==> config.mk <==
export PLATFORM = sky130hd
export DESIGN_NAME = tcwi_top
export DESIGN_NICKNAME = d
export VERILOG_FILES = /design/src/include/tcwi_pkg.sv /design/src/logic/tcwi_edge_det.sv /design/src/logic/tcwi_top.sv
export SDC_FILE = /design/constraint.sdc
export NUM_CORES = 1
export LEC_CHECK = 0
export ABC_AREA = 1
export BUFFER_PORTS_ARGS = -buffer_cell sky130_fd_sc_hd__buf_2
export CAP_MARGIN = 10
export CORE_MARGIN = 2
export CORE_UTILIZATION = 53
export DETAILED_ROUTE_END_ITERATION = 12
export GPL_TIMING_DRIVEN = 0
export PLACE_DENSITY = 0.78
export SYNTH_ARGS = -nofsm -noshare
export SYNTH_HDL_FRONTEND = slang
export SYNTH_SLANG_ARGS = --single-unit
==> constraint.sdc <==
create_clock -name sys_clk_i -period 1.3 [get_ports sys_clk_i]
set_input_delay 0.39 -clock sys_clk_i [delete_from_list [all_inputs] [get_ports sys_clk_i]]
set_output_delay 0.39 -clock sys_clk_i [all_outputs]
set_load 0.02 [all_outputs]
==> src/include/tcwi_pkg.sv <==
package tcwi_pkg;

  // ***********************************************************
  // Operating modes
  // ***********************************************************
  typedef enum logic [2:0] {
    TCWI_MODE_INTERVAL   = 3'h0,
    TCWI_MODE_EXT_EVENT  = 3'h1,
    TCWI_MODE_EXT_TRIG   = 3'h2,
    TCWI_MODE_ONE_SHOT   = 3'h3,
    TCWI_MODE_PWM        = 3'h4,
    TCWI_MODE_FREE_RUN   = 3'h5,
    TCWI_MODE_PULSE_MEAS = 3'h6,
    TCWI_MODE_RESERVED   = 3'h7
  } tcwi_mode_t;

  // ***********************************************************
  // Edge select encodings
  // ***********************************************************
  localparam logic [1:0] TCWI_EDGE_NONE = 2'h0;
  localparam logic [1:0] TCWI_EDGE_RISE = 2'h1;
  localparam logic [1:0] TCWI_EDGE_FALL = 2'h2;
  localparam logic [1:0] TCWI_EDGE_BOTH = 2'h3;

  // ***********************************************************
  // Reset values
  // ***********************************************************
  localparam logic [2:0] TCWI_MODE_RST    = 3'h0;
  localparam logic [1:0] TCWI_OUT_LVL_RST = 2'h0;
  localparam logic [1:0] TCWI_OUT_EN_RST  = 2'h0;
  localparam logic [3:0] TCWI_CAP_SEL_RST = 4'h0;
  localparam logic [1:0] TCWI_EES_RST     = 2'h0;
  localparam logic [1:0] TCWI_ETS_RST     = 2'h0;

  // ***********************************************************
  // Field positions
  // ***********************************************************
  localparam int TCWI_CAP0_LSB = 0;
  localparam int TCWI_CAP1_LSB = 2;

endpackage : tcwi_pkg

==> src/logic/tcwi_edge_det.sv <==
module tcwi_edge_det (
  // Clock and reset
  input  wire logic       sys_clk_i,
  input  wire logic       nrst_i,
  // Pin and selection
  input  wire logic       pin_i,
  input  wire logic [1:0] sel_i,
  input  wire logic       en_i,
  // Detected edge
  output logic            hit_o
);

  // ***********************************************************
  // Synchroniser and edge detection
  // ***********************************************************
  logic [2:0] sync_q;
  logic [2:0] sync_d;
  logic       hit_q;
  logic       hit_d;

  always_comb begin
    sync_d = {sync_q[1:0], pin_i};
    hit_d  = 1'b0;
    if (en_i) begin
      case (sel_i)
        tcwi_pkg::TCWI_EDGE_RISE: hit_d = sync_q[1] & ~sync_q[2];
        tcwi_pkg::TCWI_EDGE_FALL: hit_d = ~sync_q[1] & sync_q[2];
        tcwi_pkg::TCWI_EDGE_BOTH: hit_d = sync_q[1] ^ sync_q[2];
        default:                  hit_d = 1'b0;
      endcase
    end
  end

  always_ff @(posedge sys_clk_i) begin
    if (!nrst_i) begin
      sync_q <= 3'h0;
      hit_q  <= 1'b0;
    end else begin
      sync_q <= sync_d;
      hit_q  <= hit_d;
    end
  end

  assign hit_o = hit_q;

endmodule : tcwi_edge_det

==> src/logic/tcwi_top.sv <==
// Summary of operation
// - Event count mode always uses event input
// - Running change of select or mode undefined
// - Same value write while running is harmless
// - Output pin follows level bit when stopped or disabled
// - Capture only in free-run or pulse-measure
// - Mode value 001 is event count
// - Event edge used when selected or event mode
// - Trigger edge used only modes 010, 011
module tcwi_top (
  // Clock and reset
  input  wire logic       sys_clk_i,
  input  wire logic       nrst_i,
  // Control settings
  input  wire logic       count_run_i,
  input  wire logic       ext_event_input_sel_i,
  input  wire logic [2:0] operating_mode_field_i,
  input  wire logic [1:0] out_level_chan_i,
  input  wire logic [1:0] out_enable_chan_i,
  input  wire logic [3:0] capture_edge_sel_i,
  input  wire logic [1:0] event_edge_sel_i,
  input  wire logic [1:0] trigger_edge_sel_i,
  // Configuration write strobes
  input  wire logic       ctrl_wr_i,
  input  wire logic       out_wr_i,
  input  wire logic       cap_wr_i,
  input  wire logic       evtrg_wr_i,
  // Counter engine timer output levels
  input  wire logic [1:0] engine_out_i,
  // Pins
  input  wire logic       ext_event_pin_i,
  input  wire logic       ext_trigger_pin_i,
  input  wire logic [1:0] capture_pin_i,
  output logic [1:0]      timer_output_pin_o,
  // Status and events to counter engine
  output logic            count_from_event_o,
  output logic            event_edge_o,
  output logic            trigger_edge_o,
  output logic [1:0]      capture_o,
  output logic [2:0]      mode_o,
  output logic            locked_write_o
);

  // ***********************************************************
  // Configuration registers
  // ***********************************************************
  logic       ees_q,   ees_d;
  logic [2:0] mode_q,  mode_d;
  logic [1:0] lvl_q,   lvl_d;
  logic [1:0] oen_q,   oen_d;
  logic [3:0] cap_q,   cap_d;
  logic [1:0] evs_q,   evs_d;
  logic [1:0] trs_q,   trs_d;
  logic       lockw_q, lockw_d;

  function automatic logic changed_w(input logic wr, input logic [3:0] a, input logic [3:0] b);
    changed_w = wr & (a != b);
  endfunction : changed_w

  // A differing write while running still lands; behaviour is then undefined.
  always_comb begin
    ees_d   = ees_q;
    mode_d  = mode_q;
    lvl_d   = lvl_q;
    oen_d   = oen_q;
    cap_d   = cap_q;
    evs_d   = evs_q;
    trs_d   = trs_q;
    if (ctrl_wr_i) begin
      ees_d  = ext_event_input_sel_i;
      mode_d = operating_mode_field_i;
    end
    if (out_wr_i) begin
      lvl_d = out_level_chan_i;
      oen_d = out_enable_chan_i;
    end
    if (cap_wr_i) begin
      cap_d = capture_edge_sel_i;
    end
    if (evtrg_wr_i) begin
      evs_d = event_edge_sel_i;
      trs_d = trigger_edge_sel_i;
    end
    // Flags a locked field that really changes while running.
    lockw_d = count_run_i & (
      changed_w(ctrl_wr_i, {ext_event_input_sel_i, operating_mode_field_i},
                {ees_q, mode_q}) |
      changed_w(out_wr_i, {out_level_chan_i, out_enable_chan_i}, {lvl_q, oen_q}) |
      changed_w(cap_wr_i, capture_edge_sel_i, cap_q) |
      changed_w(evtrg_wr_i, {event_edge_sel_i, trigger_edge_sel_i}, {evs_q, trs_q}));
  end

  always_ff @(posedge sys_clk_i) begin
    if (!nrst_i) begin
      ees_q   <= 1'b0;
      mode_q  <= tcwi_pkg::TCWI_MODE_RST;
      lvl_q   <= tcwi_pkg::TCWI_OUT_LVL_RST;
      oen_q   <= tcwi_pkg::TCWI_OUT_EN_RST;
      cap_q   <= tcwi_pkg::TCWI_CAP_SEL_RST;
      evs_q   <= tcwi_pkg::TCWI_EES_RST;
      trs_q   <= tcwi_pkg::TCWI_ETS_RST;
      lockw_q <= 1'b0;
    end else begin
      ees_q   <= ees_d;
      mode_q  <= mode_d;
      lvl_q   <= lvl_d;
      oen_q   <= oen_d;
      cap_q   <= cap_d;
      evs_q   <= evs_d;
      trs_q   <= trs_d;
      lockw_q <= lockw_d;
    end
  end

  // ***********************************************************
  // Mode decoding
  // ***********************************************************
  logic mode_evt;
  logic mode_trg;
  logic mode_cap;
  logic evt_en;

  always_comb begin
    mode_evt = (mode_q == tcwi_pkg::TCWI_MODE_EXT_EVENT);
    mode_trg = (mode_q == tcwi_pkg::TCWI_MODE_EXT_TRIG) ||
               (mode_q == tcwi_pkg::TCWI_MODE_ONE_SHOT);
    mode_cap = (mode_q == tcwi_pkg::TCWI_MODE_FREE_RUN) ||
               (mode_q == tcwi_pkg::TCWI_MODE_PULSE_MEAS);
    evt_en   = ees_q | mode_evt;
  end

  // ***********************************************************
  // Edge detectors
  // ***********************************************************
  logic       evt_hit;
  logic       trg_hit;
  logic [1:0] cap_hit;

  tcwi_edge_det u_evt (
    .sys_clk_i (sys_clk_i),
    .nrst_i    (nrst_i),
    .pin_i     (ext_event_pin_i),
    .sel_i     (evs_q),
    .en_i      (evt_en),
    .hit_o     (evt_hit)
  );

  tcwi_edge_det u_trg (
    .sys_clk_i (sys_clk_i),
    .nrst_i    (nrst_i),
    .pin_i     (ext_trigger_pin_i),
    .sel_i     (trs_q),
    .en_i      (mode_trg & count_run_i),
    .hit_o     (trg_hit)
  );

  tcwi_edge_det u_cap0 (
    .sys_clk_i (sys_clk_i),
    .nrst_i    (nrst_i),
    .pin_i     (capture_pin_i[0]),
    .sel_i     (cap_q[tcwi_pkg::TCWI_CAP0_LSB +: 2]),
    .en_i      (mode_cap & count_run_i),
    .hit_o     (cap_hit[0])
  );

  tcwi_edge_det u_cap1 (
    .sys_clk_i (sys_clk_i),
    .nrst_i    (nrst_i),
    .pin_i     (capture_pin_i[1]),
    .sel_i     (cap_q[tcwi_pkg::TCWI_CAP1_LSB +: 2]),
    .en_i      (mode_cap & count_run_i),
    .hit_o     (cap_hit[1])
  );

  // ***********************************************************
  // Output stage
  // ***********************************************************
  logic [1:0] pin_q,  pin_d;
  logic       cfe_q,  cfe_d;
  logic       evo_q,  evo_d;
  logic       tro_q,  tro_d;
  logic [1:0] capo_q, capo_d;
  logic [2:0] modeo_q, modeo_d;

  always_comb begin
    for (int i = 0; i < 2; i++) begin
      // Stopped or disabled channels show the level bit directly.
      pin_d[i] = (oen_q[i] && count_run_i) ? (engine_out_i[i] ^ lvl_q[i])
                                           : lvl_q[i];
    end
    cfe_d   = mode_evt | ees_q;
    evo_d   = evt_hit & evt_en;
    tro_d   = trg_hit & mode_trg;
    capo_d  = cap_hit & {2{mode_cap}};
    modeo_d = mode_q;
  end

  always_ff @(posedge sys_clk_i) begin
    if (!nrst_i) begin
      pin_q   <= 2'h0;
      cfe_q   <= 1'b0;
      evo_q   <= 1'b0;
      tro_q   <= 1'b0;
      capo_q  <= 2'h0;
      modeo_q <= tcwi_pkg::TCWI_MODE_RST;
    end else begin
      pin_q   <= pin_d;
      cfe_q   <= cfe_d;
      evo_q   <= evo_d;
      tro_q   <= tro_d;
      capo_q  <= capo_d;
      modeo_q <= modeo_d;
    end
  end

  assign timer_output_pin_o = pin_q;
  assign count_from_event_o = cfe_q;
  assign event_edge_o       = evo_q;
  assign trigger_edge_o     = tro_q;
  assign capture_o          = capo_q;
  assign mode_o             = modeo_q;
  assign locked_write_o     = lockw_q;
endmodule : tcwi_top

Yosys cells after proc, flatten, opt, wreduce, memory -nomap -nowiden

Index checks and enable logic that the tools add are counted.

Flip-flop bits (word level): 43
Input port bits: 29
Output and inout bits: 11
Word-level logic and storage cells: 92

Equality and inequality tests: 21
Mux-type cells: 6
Bitwise operators: 36
Reductions and logical operators: 7

Operators by type and width:

| cell                                                                   | number |
|---|---|
| 1-bit AND                                                              | 17 |
| 2-bit equality test (second input constant)                            | 8 |
| 4-bit != test                                                          | 4 |
| 1-bit case mux with 3 select lines                                     | 4 |
| 2-bit by 1-bit equality test with 1-bit output (second input constant) | 4 |
| 1-bit inverter                                                         | 8 |
| 3-bit by 2-bit equality test with 1-bit output (second input constant) | 2 |
| 3-bit equality test (second input constant)                            | 2 |
| 2-bit AND reduction                                                    | 3 |
| 1-bit XOR                                                              | 6 |
| 1-bit OR                                                               | 4 |
| 3-bit by 1-bit equality test with 1-bit output (second input constant) | 1 |
| 2-bit AND                                                              | 1 |
| 1-bit logical AND                                                      | 2 |
| 1-bit logical OR                                                       | 2 |
| 1-bit 2-to-1 mux                                                       | 2 |

Longest topological paths before layout

Gate-level depths: netlist of run 1.

Depth in word-level cells: 6
Depth in mapped cells: 9
Depth with buffers taken out: 9

By module

From an unflattened synthesis of run 1, not the netlist that was laid out.

Cells, all modules: 303
Area, all modules: 1,973.1 µm²

By module, submodules not included:

| module        | instances | cells an instance | area each (µm²) | sequential area each (µm²) |
|---|---|---|---|---|
| tcwi_top      | 1         | 195               | 1,227.4         | 540.5 |
| tcwi_edge_det | 4         | 27                | 186.4           | 80.1 |

Worst setup path before layout of run 1

OpenSTA, ideal clock, no wires.

Path kind: reg-to-reg
Start: reg u_cap1.sync_q[1]
End: reg u_cap1.hit_q (netlist: u_cap1.hit_o)
Setup time: 66 ps
Arrival time: 964 ps
Data required time: 1,234 ps
Setup slack: 270 ps
Stages on the path, launching flop included: 6
Buffers on the path: 0
Clock period less this slack: 1,030 ps
Path through: dfxtp_1 > inv_1 > ha_1 > a21oi_1 > o21ai_0 > a21oi_2

Word-level cells in the longest chain between the ends: 3
Elaborated cells on any way between the ends: 5
Classes of those cells: 1 x mux; 4 x bitwise

RTL lines:

| what                                   | line                | text |
|---|---|---|
| start, declared                        | tcwi_edge_det.sv:16 | `logic [2:0] sync_q;` |
| start signal, assigned                 | tcwi_edge_det.sv:39 | `sync_q <= sync_d;` |
| 1-bit inverter                         | tcwi_edge_det.sv:27 | `tcwi_pkg::TCWI_EDGE_FALL: hit_d = ~sync_q[1] & sync_q[2];` |
| 1-bit AND                              | tcwi_edge_det.sv:27 |  |
| 1-bit case mux with 3 select lines (*) | tcwi_edge_det.sv:25 | `case (sel_i)` |
| end signal, assigned                   | tcwi_edge_det.sv:40 | `hit_q <= hit_d;` |
| end, declared                          | tcwi_edge_det.sv:18 | `logic hit_q;` |

Mark *: on every way between the ends. The rest lies on a longest branch, timed or not.
A chain may end at the register's enable or synchronous reset.

Final worst setup path of run 1

Start: reg evo_q (netlist: event_edge_o)
End: out event_edge_o

RTL lines:

| what                   | line            | text |
|---|---|---|
| start, declared        | tcwi_top.sv:180 | `logic evo_q, evo_d;` |
| start signal, assigned | tcwi_top.sv:209 | `evo_q <= evo_d;` |
| end, declared          | tcwi_top.sv:37  | `output logic event_edge_o,` |

No word-level cell between the ends.

==> out/qor.txt, run 1 <==
Status - finished clean
Final Cycle Share - 95.6%
Layout area overhead - 16.8%
Yosys top cell area share - 45.7%
Final GP Congestion - 0.816
Cells along the critical path - buf_2
Leakage - 0.00120 uW
Net count, final - 346
CORE AREA - 0.00336 sq mm
Synthesized Nets - 305
Number of synthesized flops with an enable pin - 0
Largest net degree at the start of global routing - 14
Global-route wire length before repair - 6.18 mm
Initial antenna violation count - 0
Starting Density - 56.0%
Count leader, synth - nand2_1
Setup violations, final - 0
CP startpoint kind - flop
Share of cells above drive strength 1 - 17.1%
IO Port Bufs - 34
Clk Latency, worst-skew pair - 360 ps
Gr busiest metal - met2
Slew Limit Fails - 0
Detailed-route DRC error count - 0
Core Rows - 21
Diode count - 0
CTS Buffer Depth - 2
Met1 global-route usage - 23.7%
1st-iter DRT viols - 58
Die Wd - 63.6 microns
Hold Path Class - in -> reg
Commonest cells in the netlist - 78 x nand2_1, 57 x inv_1, 43 x dfxtp_1, 22 x a21oi_1, 20 x o21ai_0
Rel. slew slack - 75.4%
Tot Pwr - 2620 uW
Routed wire length - 3.45 mm
Post-synth ARST share - 0%
Crit Path Max Fanout - 1
GRT overflow - 0
Top delay family on crit path - flip-flops
WHS - 209 ps
Main synth FF type - dfxtp_1
Met3 Use GR - 5.54%
Via count - 1632
Top-level I/O count - 40
Maximum VDD drop - 924 uV
Vias/cell - 4.58
Synth area leader - dfxtp_1
Register area share after synthesis - 45.7%
Period minus WS final - 1240 ps
Setup TNS - 0 ps
CTS Buf Count - 5
Syn Area/Cell - 7.03 sq um
Fill count - 332
Met2 Usage GRT - 32.2%
Die area - 0.00405 sq mm
Clock Skew - 6.49 ps
Clock slew at reported path FFs - 120 ps
Maxcap violations - 0
First drt pass iteration count - 4
RSZ-0062 raised after global routing - no
H-tree lvl count - 2
Worst-Margin Slew - 369 ps
Root buffer cell - clkbuf_4
Vias in the first global route - 1528
Die height - 63.6 microns
Slowest stage delay, CP - 340 ps
Worst Path Class, Setup - reg -> out
Area of the multi-input gates - 772 sq um
Crit. End Element - primary output
Synth warn - 0
Final hold violations - 0
Main area contributors after synthesis - dfxtp_1 46%, nand2_1 16%, inv_1 11%
CP bufs+invs - 1
Peak Freq - 0.805 GHz
CTS tree - yes
Required @ worst endpoint - 910 ps
Final ANT Viol Nets - 0
Number of synthesized register bits - 43
P per Cell Area - 1190 mW/mm^2
Netlist cell types - 23
Overall global routing resource usage - 19.5%
Crit path DAT - 850 ps
CP max stage cell - dfxtp_1
Dpl hpwl - 2.56 mm
Post-synthesis instance area - 0.00188 sq mm
Cell count after synthesis - 268
Seq. cell area - 861 sq um
TritonCTS Sinks - 43
Post-detailed-route wirelength per cell - 9.69 microns
## cells by family (layout without fill, tap and decap cells)
| logic type | after synthesis | after routing | share of synthesized area, % |
|---|---|---|---|
| adder cells (fa/ha/maj) | 8 | 8 | 5.31 |
| AO/OA/AOI/OAI | 47 | 47 | 13.2 |
| AND/OR/NAND/NOR | 104 | 104 | 22.4 |
| buffers and inverters | 66 | 108 | 13.3 |
| flip-flops | 43 | 43 | 45.7 |
## area by class of cell
cell class | count | share of cell area (%)
Buffer | 8 | 1.53
Timing Repair Buffer | 34 | 7.85
Multi-Input combinational cell | 159 | 35.1
Clock buffer | 6 | 2.33
Clock inverter | 2 | 1.59
Inverter | 58 | 9.89
Tap cell | 46 | 2.62
Sequential cell | 43 | 39.1
## timing repair
action / CTS / global route
resized for setup: 0 / 1
setup endpoints to repair: 0 / 1
buffers inserted: 0 / 0
hold buffers: 0 / 0
## metrics by stage
stage / cell area, sq um / instances / setup WS [ps] / utilization (%)
final: 2200 / 356 / 57.7 / 65.4
after global routing: 2200 / 356 / 14.6 / 65.4
after CTS: 2200 / 356 / 32.4 / 65.4
after detailed placement: 2110 / 348 / 69.1 / 62.8
after global placement: 2110 / 348 / 121 / 62.8
after floorplan: 1880 / 268 / 270 / -
## where the power goes
part           internal [uW]  leakage [uW]  switching (uW)
Clock                    455     0.0000482             432
Combinational            120      0.000795             186
Sequential              1380      0.000354            46.1
Total                   1960       0.00120             663
## flip-flops by register name, indices dropped and copies added, names as in the netlist, 2 cells and up
| register | flops |
|---|---|
| cap_q | 4 |
| capture_o | 2 |
| evs_q | 2 |
| lvl_q | 2 |
| mode_o | 3 |
| mode_q | 3 |
| oen_q | 2 |
| timer_output_pin_o | 2 |
| trs_q | 2 |
| u_cap0.sync_q | 3 |
| u_cap1.sync_q | 3 |
| u_evt.sync_q | 3 |
| u_trg.sync_q | 3 |
## final timing paths
path,from,to,slack [ps],depth (start not counted)
setup reg to reg,mode_q[1],locked_write_o,160,9
hold / removal,ext_event_pin_i,u_evt.sync_q[0],210,3
setup / recovery,event_edge_o,event_edge_o,60,1
hold reg to reg,u_evt.hit_o,event_edge_o,420,2
## cell usage in the layout (no fill, tap or decap), drive strengths merged
| cell type | instances |
|---|---|
| a211oi | 1 |
| a21oi | 23 |
| a311oi | 1 |
| buf | 38 |
| bufinv | 1 |
| clkbuf | 10 |
| clkinv | 1 |
| dfxtp | 43 |
| ha | 8 |
| inv | 58 |
| nand2 | 79 |
| nand3 | 4 |
| nor2 | 16 |
| nor3 | 2 |
| nor3b | 2 |
| o21ai | 22 |
| or2 | 1 |
## layer usage
layer / vias up / part of all wire [%]
met5: - / 0
met4: 0 / 1.4
met3: 5 / 4.4
met2: 32 / 46
met1: 708 / 49
li1: 887 / -
Power figures use the tool's default switching activity.
==> run 2: changes to the inputs <==
--- a/config.mk
+++ b/config.mk
@@ -11,8 +11,8 @@
 export CORE_MARGIN = 2
 export CORE_UTILIZATION = 53
 export DETAILED_ROUTE_END_ITERATION = 12
-export GPL_TIMING_DRIVEN = 0
 export PLACE_DENSITY = 0.78
+export SETUP_SLACK_MARGIN = 0.3
 export SYNTH_ARGS = -nofsm -noshare
 export SYNTH_HDL_FRONTEND = slang
 export SYNTH_SLANG_ARGS = --single-unit
==> run 2 against run 1 <==
Clock-buffer cell count grew 2. Die area is the same. Hold slack lost 0.71 ps. Critical path type unchanged. Clock skew grew 5.1 ps.
==> out/qor.txt, run 2 (synthesis gave the netlist of run 1 again) <==
Status - finished clean
Final worst slack - 85.2 ps
Crit. End Element - primary output
Final Cycle Share - 93.4%
Vias in the first global route - 1601
WHS - 208 ps
Diode count - 0
Die area - 0.00405 sq mm
Final ANT Viol Nets - 0
Period minus WS final - 1210 ps
Overall global routing resource usage - 20.8%
Clk Latency, worst-skew pair - 360 ps
Core Rows - 21
Vias/cell - 4.73
CTS tree - yes
1st-iter DRT viols - 90
Largest net degree at the start of global routing - 15
Hold Path Class - in -> reg
Tot Pwr - 2540 uW
GRT overflow - 0
Slew Limit Fails - 0
Starting Density - 56.0%
Net count, final - 353
Maxcap violations - 0
Post-detailed-route wirelength per cell - 10.5 microns
Required @ worst endpoint - 910 ps
Cells along the critical path - buf_6
Setup violations, final - 0
Worst-Margin Slew - 200 ps
Area of the multi-input gates - 861 sq um
Final hold violations - 0
Most common cell after layout, fill and taps aside - nand2_1
Die Wd - 63.6 microns
Rel. slew slack - 86.6%
CP bufs+invs - 1
CTS Buffer Depth - 2
Hold_buf cts - 0
H-tree lvl count - 2
Clock Skew - 11.6 ps
Die height - 63.6 microns
Worst Path Class, Setup - reg -> out
First drt pass iteration count - 4
CORE AREA - 0.00336 sq mm
P per Cell Area - 1040 mW/mm^2
Final GP Congestion - 0.793
Top reg by flops - cap_q
Util after Layout - 72.9%
Slowest stage delay, CP - 340 ps
Detailed-route DRC error count - 0
Routed wire length - 3.81 mm
Fill count - 281
Initial antenna violation count - 0
Leakage - 0.00127 uW
Setup TNS - 0 ps
Most frequent cells in the layout - 77 x nand2_1, 52 x inv_1, 28 x buf_2
Crit path DAT - 820 ps
Via count - 1717
Maximum VDD drop - 753 uV
Top-level I/O count - 40
Global-route wire length before repair - 6.48 mm
Crit Path Max Fanout - 1
CTS Buf Count - 5
IO Port Bufs - 39
Share of cells above drive strength 1 - 33.4%
CP max stage cell - dfxtp_2
Layout area overhead - 30.1%
CP startpoint kind - flop
Dpl hpwl - 2.43 mm
Peak Freq - 0.823 GHz
Root buffer cell - clkbuf_4
RSZ-0062 raised after global routing - yes
Top delay family on crit path - flip-flops
Place WS - 146 ps
Seq. cell area - 900 sq um
TritonCTS Sinks - 43
Clock slew at reported path FFs - 120 ps
Max reg flops - 4
## run 2: changes by cell type in the layout (fill, tap and decap cells not counted), moves of 5 or more
| cell | before | now |
|---|---|---|
| dfxtp_1 | 43 | 16 |
| buf_2 | 36 | 28 |
| dfxtp_2 | 0 | 25 |
| inv_1 | 57 | 52 |
| buf_4 | 1 | 9 |
| buf_6 | 0 | 12 |
## run 2: metal layers
metal	global-route usage [%]	wire length, microns	vias up
met1	23.1	1630	754
met2	35.0	1840	51
met3	6.43	230	11
met5	0	0	-
li1	-	-	901
met4	11.4	115	0
## run 2: final cells by class
cell class | instances | area share, %
inverters | 58 | 9.08
flip-flops and latches | 43 | 36.7
multi-input cells | 159 | 35.1
well taps | 46 | 2.35
repair buffers | 49 | 14.0
clock buffers | 8 | 2.81
## run 2: final timing paths
path	startpoint	endpoint	slack, ps	cells past startpoint
max	trigger_edge_o	trigger_edge_o	90	1
min	ext_trigger_pin_i	u_trg.sync_q[0]	210	3
max reg2reg	mode_q[2]	locked_write_o	150	9
min reg2reg	u_trg.sync_q[0]	u_trg.sync_q[1]	410	2
## run 2: timing repair
action / CTS / global route
pin swaps: 6 / 12
buffers inserted: 7 / 0
gates resized for setup: 48 / 24
setup endpoints to repair: 17 / 18
## run 2: where the power goes
| group | switching (uW) | leakage, uW | internal [uW] |
|---|---|---|---|
| clock | 414 | 0.0000386 | 318 |
| combinational | 206 | 0.000866 | 164 |
| sequential | 55.2 | 0.000364 | 1390 |
| total | 675 | 0.00127 | 1870 |
## run 2: through the flow
| stage | cells | instance area, sq um |
|---|---|---|
| after global routing | 363 | 2450 |
| after global placement | 348 | 2130 |
| after CTS | 363 | 2360 |
| after floorplan | 268 | 1890 |
| after detailed placement | 348 | 2130 |
| final | 363 | 2450 |
==> run 3: changes to the inputs <==
--- a/config.mk
+++ b/config.mk
@@ -9,10 +9,11 @@
 export BUFFER_PORTS_ARGS = -buffer_cell sky130_fd_sc_hd__buf_2
 export CAP_MARGIN = 10
 export CORE_MARGIN = 2
-export CORE_UTILIZATION = 53
+export CORE_UTILIZATION = 54
 export DETAILED_ROUTE_END_ITERATION = 12
-export PLACE_DENSITY = 0.78
+export PLACE_DENSITY = 0.79
 export SETUP_SLACK_MARGIN = 0.3
 export SYNTH_ARGS = -nofsm -noshare
 export SYNTH_HDL_FRONTEND = slang
+export SYNTH_HIERARCHICAL = 1
 export SYNTH_SLANG_ARGS = --single-unit
==> run 3 against run 2 <==
Synthesized cell count increased by 13%. Wire length decreased by 1.9%. Clock-buffer cell count stayed put. Fmax rose by 0.59%.
==> out/qor.txt, run 3 <==
Status - finished clean
Main synth FF type - dfxtp_1
TritonCTS Sinks - 43
Final ANT Viol Nets - 0
Worst-Margin Slew - 191 ps
CP bufs+invs - 1
Post-synthesis instance area - 0.00197 sq mm
Cells along the critical path - buf_6
CP max stage cell - dfxtp_2
Fill count - 253
Diode count - 0
Max reg flops - 4
Clock Skew - 13.0 ps
Largest net degree at the start of global routing - 27
Worst Path Class, Setup - reg -> out
Seq. cell area - 913 sq um
Crit path DAT - 820 ps
Final GP Congestion - 0.857
Post-detailed-route wirelength per cell - 9.29 microns
H-tree lvl count - 2
Root buffer cell - clkbuf_4
Maxcap violations - 0
GRT overflow - 0
Leakage - 0.00143 uW
Die Wd - 64.5 microns
Share of cells above drive strength 1 - 30.1%
Layout area overhead - 30.9%
Hold Path Class - in -> reg
Overall global routing resource usage - 20.3%
Final Cycle Share - 92.9%
Hold EP - u_evt/sync_q[0]
Netlist cell types - 14
Routed wire length - 3.74 mm
Post-synth ARST share - 0%
Die height - 64.5 microns
Top reg by flops - cap_q
CP startpoint kind - flop
Slew Limit Fails - 0
RSZ-0062 raised after global routing - yes
Vias/cell - 4.54
Commonest cells in the netlist - 100 x nand2_1, 70 x inv_1, 43 x dfxtp_1, 26 x nor2_1, 19 x o21ai_0
CTS tree - yes
Area of the multi-input gates - 881 sq um
WHS Path Cells - 3
Crit. End Element - primary output
Number of synthesized flops with an enable pin - 0
CORE AREA - 0.00342 sq mm
Final hold violations - 0
Clk Latency, worst-skew pair - 360 ps
Hold_buf cts - 0
Number of synthesized register bits - 43
Synth warn - 6
Core Rows - 21
Synth area leader - dfxtp_1
Initial antenna violation count - 0
Slowest stage delay, CP - 340 ps
Clock slew at reported path FFs - 120 ps
Place WS - 69.8 ps
Via count - 1826
Synthesized Nets - 340
Die area - 0.00415 sq mm
Setup violations, final - 0
Yosys top cell area share - 43.6%
First drt pass iteration count - 4
Setup TNS - 0 ps
Maximum VDD drop - 769 uV
Global-route wire length before repair - 6.45 mm
Count leader, synth - nand2_1
Most frequent cells in the layout - 96 x nand2_1, 64 x inv_1, 28 x buf_2
Vias in the first global route - 1622
Cell count after synthesis - 303
CTS Buffer Depth - 2
Register area share after synthesis - 43.6%
Syn Area/Cell - 6.51 sq um
Reg-to-Reg Start - mode_q[0]
Flop-to-flop setup slack - 260 ps
Top delay family on crit path - flip-flops
Net count, final - 392
Rel. slew slack - 87.3%
Most common cell after layout, fill and taps aside - nand2_1
Final worst slack - 92.3 ps
P per Cell Area - 996 mW/mm^2
CTS Buf Count - 5
Hold path start - ext_event_pin_i
Dpl hpwl - 2.57 mm
Detailed-route DRC error count - 0
Required @ worst endpoint - 910 ps
1st-iter DRT viols - 110
IO Port Bufs - 39
Reg2reg end - locked_write_o
Worst r2r path cells - 9
Starting Density - 57.8%
Crit Path Max Fanout - 1
Period minus WS final - 1210 ps
Top-level I/O count - 40
Peak Freq - 0.828 GHz
Main area contributors after synthesis - dfxtp_1 44%, nand2_1 19%, inv_1 13%
[run 3: report_power, final]
part | internal (uW) | total [uW] | leakage [uW] | switching (uW)
logic | 187 | 407 | 0.00102 | 220
registers | 1380 | 1440 | 0.000366 | 53.8
clock network | 319 | 729 | 0.0000386 | 410
[run 3: kinds of logic (layout without fill, tap and decap cells)]
family | count (synthesis) | in the layout | synth area share [%]
adder cells (fa/ha/maj) | 8 | 8 | 5.07
AO/OA/AOI/OAI | 37 | 37 | 9.39
AND/OR/NAND/NOR | 135 | 135 | 26.6
flip-flops | 43 | 43 | 43.6
buffers and inverters | 80 | 133 | 15.3
[run 3: final cells by class]
| type | instances | area share, % |
|---|---|---|
| flip-flops and latches | 43 | 35.4 |
| multi-input cells | 180 | 34.1 |
| repair buffers | 51 | 14.8 |
| inverters | 74 | 10.8 |
| clock buffers | 8 | 2.66 |
| well taps | 46 | 2.23 |
[run 3: how the worst max path moves through the flow]
| stage | from | endpoint | slack, ps | cells past startpoint |
|---|---|---|---|---|
| after floorplan | mode_q[2] | locked_write_o | 310 | 9 |
| after global placement | mode_q[1] | u_evt/hit_o | 150 | 7 |
| after detailed placement | mode_q[1] | u_evt/hit_o | 70 | 7 |
| after CTS | locked_write_o | locked_write_o | 80 | 1 |
| after global routing | count_from_event_o | count_from_event_o | 50 | 1 |
| final | locked_write_o | locked_write_o | 90 | 1 |
[run 3: through the flow]
stage          hold slack [ps]  std cells  util, %  power, uW  cell area, sq um
2_1_floorplan              390        303        -       1660              1970
3_3_place_gp               393        384     65.3       1770              2230
3_5_place_dp               399        384     65.3       1790              2230
4_1_cts                    193        398     72.8       2570              2490
5_1_grt                    179        402     75.6       2730              2580
6_report                   202        402     75.6       2570              2580
[run 3: per-layer routing]
metal | global-route usage, % | vias to the layer above | part of all wire, %
met4 | 10.4 | 0 | 1.9
met2 | 33.3 | 43 | 47
met5 | 0 | - | 0
met3 | 5.73 | 5 | 5.6
li1 | - | 989 | -
met1 | 24.3 | 789 | 45
[run 3: repair_timing]
action	4_1_cts	5_1_grt
gates resized for setup	59	22
setup buffers	6	4
gates cloned	0	0
pin swaps	10	19
endpoints found under the setup margin	18	16
